[src/hw/ksc_pkg.sv]
// Purpose: constants and types for the keypad scan and sleep cycle block
// Assumes: core_clk at 20 MHz, synchronous active-high reset
// Notes:   pause count is large; the top module takes it as a parameter
package ksc_pkg;

    localparam int          COLS       = 4;
    localparam int          ROWS       = 6;
    localparam int          COL_W      = 2;
    localparam int          ROW_W      = 3;

    localparam logic [3:0]  COL_ALL_LO = 4'h0;
    localparam logic [3:0]  COL_ONE    = 4'h1;
    localparam logic [5:0]  ROW_IDLE   = 6'h3f;
    localparam logic [1:0]  COL_LAST   = 2'h3;
    localparam logic [1:0]  COL_FIRST  = 2'h0;
    localparam logic [2:0]  ROW_RST    = 3'h0;

    localparam longint      CLK_HZ     = 64'h0000_0000_0131_2d00;
    localparam longint      PAUSE_MS   = 64'h0000_0000_0000_017c;
    localparam longint      MS_PER_S   = 64'h0000_0000_0000_03e8;
    localparam longint      PAUSE_CYC  = (PAUSE_MS * CLK_HZ) / MS_PER_S;
    localparam int          CNT_W      = 23;
    localparam logic [22:0] CNT_RST    = 23'h00_0000;
    localparam logic [22:0] CNT_ONE    = 23'h00_0001;

    typedef enum logic [2:0] {
        KSC_IDLE    = 3'b000,
        KSC_DRIVE   = 3'b001,
        KSC_SAMPLE  = 3'b010,
        KSC_RELEASE = 3'b011
    } ksc_state_e;

endpackage

[src/hw/ksc_keypad_sleep.sv]
// Purpose: keypad interrupt latch, column scan and sleep pause timer
// Assumes: row_sense and shift_held synchronous to core_clk
// Notes:   one settle cycle between column drive and row sample
//
// How it works
// idle: all four columns driven low
// key press raises keypad_irq, starts scan
// scan drives one column low, samples rows
// no low row: advance to next column
// key identity is column plus low row
// shift never interrupts; sampled for second function
// identified key clears latch by reset pulse
// measurement done fires trigger, enters power-down
// after about 380 ms pulse restart
// empty scan: columns low, clear, report none
`timescale 1ns/1ps
module ksc_keypad_sleep #(
    parameter longint PAUSE_CYCLES = ksc_pkg::PAUSE_CYC
) (
    input  wire logic                      core_clk,
    input  wire logic                      sys_rst,
    input  wire logic [ksc_pkg::ROWS-1:0]  row_sense,
    input  wire logic                      shift_held,
    input  wire logic                      meas_done,
    output logic      [ksc_pkg::COLS-1:0]  column_drive,
    output logic                           keypad_irq,
    output logic                           latch_clear,
    output logic                           key_valid,
    output logic      [ksc_pkg::COL_W-1:0] key_col,
    output logic      [ksc_pkg::ROW_W-1:0] key_row,
    output logic                           key_second_fn,
    output logic                           no_key,
    output logic                           sleep_timer_trigger,
    output logic                           power_down,
    output logic                           restart_pulse
);
    import ksc_pkg::*;

    localparam logic [CNT_W-1:0] PAUSE_LAST = CNT_W'(PAUSE_CYCLES - 1);

    ksc_state_e        state_ff;
    ksc_state_e        nxt_state;
    logic [COL_W-1:0]  col_ff;
    logic [COL_W-1:0]  nxt_col;
    logic [COLS-1:0]   column_drive_ff;
    logic [COLS-1:0]   nxt_column_drive;
    logic              irq_ff;
    logic              nxt_irq;
    logic              clr_ff;
    logic              nxt_clr;
    logic              valid_ff;
    logic              nxt_valid;
    logic [COL_W-1:0]  kcol_ff;
    logic [COL_W-1:0]  nxt_kcol;
    logic [ROW_W-1:0]  krow_ff;
    logic [ROW_W-1:0]  nxt_krow;
    logic              second_ff;
    logic              nxt_second;
    logic              nokey_ff;
    logic              nxt_nokey;
    logic              row_hit;
    logic [ROW_W-1:0]  row_idx;
    logic              latch_set;
    logic              latch_clr;

    // lowest low row wins when several keys share a column
    always_comb begin
        row_hit = 1'b0;
        row_idx = ROW_RST;
        for (int i = ROWS - 1; i >= 0; i--) begin
            if (!row_sense[i]) begin
                row_hit = 1'b1;
                row_idx = ROW_W'(i);
            end
        end
    end

    always_comb begin
        nxt_state  = state_ff;
        nxt_col    = col_ff;
        nxt_kcol   = kcol_ff;
        nxt_krow   = krow_ff;
        nxt_second = second_ff;
        nxt_valid  = 1'b0;
        nxt_nokey  = 1'b0;
        latch_set  = 1'b0;
        latch_clr  = 1'b0;
        case (state_ff)
            KSC_IDLE: begin
                if (row_hit) begin
                    latch_set = 1'b1;
                    nxt_state = KSC_DRIVE;
                    nxt_col   = COL_FIRST;
                end
            end
            // drive cycle lets the matrix lines settle before sampling
            KSC_DRIVE: begin
                nxt_state = KSC_SAMPLE;
            end
            KSC_SAMPLE: begin
                if (row_hit) begin
                    nxt_kcol   = col_ff;
                    nxt_krow   = row_idx;
                    nxt_second = shift_held;
                    nxt_valid  = 1'b1;
                    latch_clr  = 1'b1;
                    nxt_state  = KSC_RELEASE;
                end else if (col_ff == COL_LAST) begin
                    nxt_nokey  = 1'b1;
                    latch_clr  = 1'b1;
                    nxt_state  = KSC_RELEASE;
                end else begin
                    nxt_col    = col_ff + COL_W'(1);
                    nxt_state  = KSC_DRIVE;
                end
            end
            // wait for release so a held key does not re-interrupt
            KSC_RELEASE: begin
                if (!row_hit) begin
                    nxt_state = KSC_IDLE;
                end
            end
            default: begin
                nxt_state = KSC_IDLE;
            end
        endcase
        nxt_irq = latch_set | (irq_ff & ~latch_clr);
        nxt_clr = latch_clr;
        if (nxt_state == KSC_DRIVE || nxt_state == KSC_SAMPLE) begin
            nxt_column_drive = ~(COL_ONE << nxt_col);
        end else begin
            nxt_column_drive = COL_ALL_LO;
        end
    end

    always_ff @(posedge core_clk) begin
        if (sys_rst) begin
            state_ff        <= KSC_IDLE;
            col_ff          <= COL_FIRST;
            column_drive_ff <= COL_ALL_LO;
            irq_ff          <= 1'b0;
            clr_ff          <= 1'b0;
            valid_ff        <= 1'b0;
            kcol_ff         <= COL_FIRST;
            krow_ff         <= ROW_RST;
            second_ff       <= 1'b0;
            nokey_ff        <= 1'b0;
        end else begin
            state_ff        <= nxt_state;
            col_ff          <= nxt_col;
            column_drive_ff <= nxt_column_drive;
            irq_ff          <= nxt_irq;
            clr_ff          <= nxt_clr;
            valid_ff        <= nxt_valid;
            kcol_ff         <= nxt_kcol;
            krow_ff         <= nxt_krow;
            second_ff       <= nxt_second;
            nokey_ff        <= nxt_nokey;
        end
    end

    // sleep cycle
    logic              sleep_ff;
    logic              nxt_sleep;
    logic              trig_ff;
    logic              nxt_trig;
    logic              rst_pulse_ff;
    logic              nxt_rst_pulse;
    logic [CNT_W-1:0]  cnt_ff;
    logic [CNT_W-1:0]  nxt_cnt;

    always_comb begin
        nxt_sleep     = sleep_ff;
        nxt_trig      = 1'b0;
        nxt_rst_pulse = 1'b0;
        nxt_cnt       = cnt_ff;
        if (!sleep_ff) begin
            if (meas_done) begin
                nxt_trig  = 1'b1;
                nxt_sleep = 1'b1;
                nxt_cnt   = CNT_RST;
            end
        end else if (cnt_ff == PAUSE_LAST) begin
            nxt_rst_pulse = 1'b1;
            nxt_sleep     = 1'b0;
            nxt_cnt       = CNT_RST;
        end else begin
            nxt_cnt = cnt_ff + CNT_ONE;
        end
    end

    always_ff @(posedge core_clk) begin
        if (sys_rst) begin
            sleep_ff     <= 1'b0;
            trig_ff      <= 1'b0;
            rst_pulse_ff <= 1'b0;
            cnt_ff       <= CNT_RST;
        end else begin
            sleep_ff     <= nxt_sleep;
            trig_ff      <= nxt_trig;
            rst_pulse_ff <= nxt_rst_pulse;
            cnt_ff       <= nxt_cnt;
        end
    end

    assign column_drive        = column_drive_ff;
    assign keypad_irq          = irq_ff;
    assign latch_clear         = clr_ff;
    assign key_valid           = valid_ff;
    assign key_col             = kcol_ff;
    assign key_row             = krow_ff;
    assign key_second_fn       = second_ff;
    assign no_key              = nokey_ff;
    assign sleep_timer_trigger = trig_ff;
    assign power_down          = sleep_ff;
    assign restart_pulse       = rst_pulse_ff;
endmodule

[config.mk]
export PLATFORM = sky130hd
export DESIGN_NAME = ksc_keypad_sleep
export DESIGN_NICKNAME = d
export VERILOG_FILES = /design/src/hw/ksc_pkg.sv /design/src/hw/ksc_keypad_sleep.sv
export SDC_FILE = /design/constraint.sdc
export NUM_CORES = 1
export LEC_CHECK = 0
export ABC_AREA = 1
export BUFFER_PORTS_ARGS = -buffer_cell sky130_fd_sc_hd__buf_2
export CAP_MARGIN = 30
export CORE_ASPECT_RATIO = 1.2
export CORE_MARGIN = 2
export CORE_UTILIZATION = 45
export DETAILED_ROUTE_END_ITERATION = 16
export MAX_ROUTING_LAYER = met4
export PLACE_DENSITY_LB_ADDON = 0.25
export SYNTH_ARGS = -nofsm -noshare
export SYNTH_HDL_FRONTEND = slang
export SYNTH_SLANG_ARGS = --single-unit
[constraint.sdc]
create_clock -name core_clk -period 1.7 [get_ports core_clk]
set_input_delay 0.34 -clock core_clk [delete_from_list [all_inputs] [get_ports core_clk]]
set_output_delay 0.34 -clock core_clk [all_outputs]
set_load 0.1 [all_outputs]
# Word level (Yosys, flattened, before mapping)
# Index checks and enable logic that the tools add are counted.
[word_totals]
rom_bits = 0
in_bits = 10
ram_bits = 0
wordCells = 73
ff_bits = 45
output_inout_bits = 17
latch_bits = 0
mem_count = 0
[classes]
add_sub_neg = 2
mux = 33
magnitude_cmp = 0
n_eq_ne = 7
n_mul = 0
div = 0
n_shift = 1
n_reduce_logical = 9
bitwise = 7
[ops]
columns = ["op", "n"]
rows = [
  ["23-bit two-way mux", 3],
  ["3-bit two-way mux", 8],
  ["23-bit by 1-bit adder with 23-bit output, second input constant", 1],
  ["23-bit equality test, second input constant", 1],
  ["1-bit two-way mux", 15],
  ["3-bit case mux with 4 select lines", 1],
  ["2-bit two-way mux", 5],
  ["3-bit by 2-bit equality test with 1-bit output, second input constant", 3],
  ["2-bit OR reduction", 4],
  ["3-bit by 1-bit equality test with 1-bit output, second input constant", 2],
  ["1-bit NOT", 4],
  ["4-bit NOT", 1],
  ["2-bit case mux with 2 select lines", 1],
  ["1-bit by 2-bit left shift with 4-bit output, first input constant", 1],
  ["3-bit logical NOT", 1],
  ["3-bit OR reduction", 1],
  ["2-bit by 1-bit adder with 2-bit output, second input constant", 1],
  ["2-bit equality test, second input constant", 1],
  ["2-bit AND reduction", 1],
  ["2-bit nonzero test", 1],
  ["1-bit bitwise AND", 1],
  ["1-bit logical OR", 1],
  ["1-bit OR", 1],
]

# Depth between registers and ports, before layout
[depth]
word_depth = 12
ltp_mapped = 10
depth_no_buf = 10

# Worst setup path after synthesis
# Ideal clock, no wire load.
[synth_timing]
path_kind = "register to register"
start = "register sleep_ff (netlist: power_down)"
end = "register cnt_ff[12]"
setup_ns = 0.118
stages_incl_launch_ff = 8
t_arrival_ns = 1.729
t_required_ns = 1.582
period_less_slack_ns = 1.847
slack_ns = -0.147
path_buffers = 2
path_cell_list = "dfxtp_1 -> buf_2 -> nor2_4 -> inv_2 -> nor2_1 -> buf_4 -> nand2_1 -> a21boi_2"
[synth_via]
elab_chain_cells = 1
elab_cells_between_ends = 2
cone_classes = "mux (1); reduce/logical (1)"
[synth_rtl]
columns = ["item", "line", "rtl"]
rows = [
  ["start: declaration", "ksc_keypad_sleep.sv:163", "logic sleep_ff;"],
  ["start signal: assignment", "ksc_keypad_sleep.sv:199", "sleep_ff <= nxt_sleep;"],
  ["23-bit two-way mux or 2-bit nonzero test (tied branches)", "-", ""],
  ["end signal: assignment", "ksc_keypad_sleep.sv:202", "cnt_ff <= nxt_cnt;"],
  ["end: declaration", "ksc_keypad_sleep.sv:169", "logic [CNT_W-1:0] cnt_ff;"],
]
# Parallel ways exist; a longest one is shown, timed or not.
# A chain may end at the register's enable or synchronous reset.

# Worst setup path after layout
[layout_timing]
start = "register sleep_ff (netlist: power_down)"
end = "output port power_down"
[layout_lines]
columns = ["item", "line", "rtl"]
rows = [
  ["end: declaration", "ksc_keypad_sleep.sv:34", "output logic power_down,"],
]
# No word-level cell between the ends.

==> flow_summary.json <==
{
  "insertion_delay_ns": 0.30,
  "synthArstFlopShare_pct": 0,
  "finalCritPeriodShare_pct": 92.2,
  "synth.most_common_cell": "nand2_1",
  "crit_path_end_kind": "output pin",
  "wl_per_cell_um": 12.0,
  "cts_sinks": 45,
  "synthToLayoutAreaGrowth_pct": 15.2,
  "root_buffer": "clkbuf_8",
  "ys_top_cells_by_count": "95 x nand2_1, 45 x dfxtp_1, 42 x nor2_1, 38 x inv_1, 18 x nand3_1",
  "finalHoldViolCount": 0,
  "timing.hold.ws_ns": 0.293,
  "cts_max_level": 2,
  "io_buffers": 26,
  "vias": 2208,
  "route.detailed.drc": 0,
  "rrSetupSlack_ns": 0.18,
  "grt_pass1_vias": 2104,
  "die_h_um": 83.3,
  "hold_path.class": "input port to flip-flop",
  "cpLargestDelayFamily": "buffers and inverters",
  "timing.fmax_mhz": 638,
  "cts_tree": "done",
  "grt_pass1_wl_mm": 9.26,
  "cp_num_buf_inv": 1,
  "hpwl_mm": 4.17,
  "ant_nets": 0,
  "finClkSkew_ns": 0.00540,
  "p_int_mw": 1.62,
  "syn_nets": 357,
  "finalSetupViolCount": 0,
  "critPathLaunchType": "flip-flop",
  "ctsLongestPathBuffers": 2,
  "crit_type": "flip-flop to output pin",
  "wl_mm": 5.29,
  "critPathMaxFanout": 9,
  "cts-buffers-inserted": 5,
  "netSwitchingFraction_pct": 26.5,
  "power.switching_mw": 0.584,
  "seqPwrFrac_pct": 49.9,
  "start_util_pct": 47.1,
  "leakage_nw": 1.17,
  "clk_pin_slew_ns": 0.08,
  "yosysTopAreaCell": "dfxtp_1",
  "final_nets": 391,
  "final.setup.tns_ns": 0,
  "synth_cell_types": 34,
  "synth_seq_cells": 45,
  "crit_chain": "buf_2",
  "synth_flop_cell": "dfxtp_1",
  "drt-initial-drc-count": 76,
  "ir_drop_v": 0.000340,
  "power.combinational.fraction_pct": 12.9,
  "period_minus_slack_ns": 1.57,
  "cts-hold-fix-buffers": 0,
  "antenna_found_initial": 0,
  "syn_area_per_cell_um2": 6.82,
  "postCtsSetupRepairBufs": 0,
  "place_congestion": 0.882,
  "syn_inst": 346,
  "power_frac_clock_pct": 37.2,
  "routed_via_density": 5.01,
  "ys_top_cells_by_area": "dfxtp_1 38%, nand2_1 15%, nor2_1 6.7%, inv_1 6.0%, nand3_1 3.8%",
  "cp.arrival_ns": 1.23,
  "finalMaxSlewViolations": 0,
  "cts_resized": 0,
  "yosysWarnings": 0,
  "synth_edf_count": 0,
  "rsz0062_at_grt": "no",
  "grt-ovfl-total": 0,
  "synth-seq-area-share_pct": 38.2,
  "cp_data_required_time_ns": 1.36,
  "maxCapViolations": 0,
  "syn_area_um2": 2360,
  "die_x_um": 70.1,
  "fp-row-count": 28,
  "powerDensity_nw_per_um2": 809,
  "core_um2": 5010,
  "slowest_stage": "buf_2",
  "synth_top_area_share_pct": 38.2,
  "firstDrtPassIters": 4,
  "slowest_delay_ns": 0.47,
  "grt_max_degree": 14,
  "io_pins": 27,
  "antenna_cells": 0,
  "die_area_um2": 5840,
  "drive_gt1_share_pct": 21.3,
  "grt_usage_pct": 19.9,
  "status": "complete, no violations"
}
==> cell families (layout without fill, tap and decap cells) <==
logic type | Yosys count | after routing | synth area share [%]
simple gates | 207 | 207 | 41.4
buf+inv | 46 | 81 | 7.58
flops | 45 | 45 | 38.2
compound gates | 42 | 42 | 10.7
xor+xnor | 4 | 4 | 1.48
fa+ha+maj | 1 | 1 | 0.530
other cells | 1 | 1 | 0.159
==> routing by layer <==
layer	vias to the layer above	GRT usage, %	routed length, um
li1	1167	-	-
met1	986	22.5	2330
met4	0	6.47	112
met5	-	-	0
met3	9	3.88	209
met2	46	35.0	2630
==> registers in the layout (all words and copies together), names as in the netlist <==
signal	flops
latch_clear	1
restart_pulse	1
sleep_timer_trigger	1
state_ff	3
col_ff	2
power_down	1
column_drive	4
cnt_ff	23
key_second_fn	1
no_key	1
key_row	3
key_col	2
key_valid	1
keypad_irq	1
==> worst paths after layout <==
path,startpoint,to,cells past startpoint
setup / recovery,power_down,power_down,1
hold reg to reg,key_row[2],key_row[2],2
hold / removal,shift_held,key_second_fn,3
setup reg to reg,cnt_ff[1],cnt_ff[15],8
==> stage by stage <==
stage          utilization [%]  area [um2]  total power, mW  worst slack [ns]  instances
2_1_floorplan                -        2360             1.34             0.189        346
3_3_place_gp              51.6        2580             1.40             0.137        433
3_5_place_dp              51.6        2580             1.40            0.0640        433
4_1_cts                   53.9        2700             2.22            0.0476        441
5_1_grt                   54.3        2720             2.29            0.0240        441
6_report                  54.3        2720             2.20             0.133        441
==> power groups by stage <==
| stage | Clock, mW | Combinational, mW | Sequential, mW |
|---|---|---|---|
| 2_1_floorplan | 0 | 0.112 | 1.23 |
| 6_report | 0.819 | 0.283 | 1.10 |
| 3_3_place_gp | 0 | 0.281 | 1.12 |
| 4_1_cts | 0.843 | 0.283 | 1.10 |
| 3_5_place_dp | 0 | 0.283 | 1.12 |
| 5_1_grt | 0.882 | 0.307 | 1.10 |
==> cell usage in the layout, fill, tap and decap left out, types with 4 or more instances in the layout <==
| cell | instances |
|---|---|
| buf_4 | 5 |
| nor2_2 | 7 |
| nand3_1 | 18 |
| nand2_2 | 10 |
| a21oi_1 | 17 |
| nor3_1 | 7 |
| clkbuf_8 | 6 |
| nand3_2 | 4 |
| dfxtp_1 | 43 |
| buf_2 | 26 |
| inv_1 | 38 |
| nand2_1 | 95 |
| o21ai_0 | 13 |
| nor2_1 | 42 |
| xor2_1 | 4 |
| inv_2 | 4 |
| nand4_1 | 12 |
| nor2_4 | 5 |
==> cell type report <==
cell class	instances	area, um2
fill	509	2290
multi-input combinational	255	1300
sequential	45	903
timing repair buffer	31	168
inverter	42	158
clock buffer	7	86.3
tap	60	75.1
clock inverter	1	30.0
(Power assumes the default switching activity.)
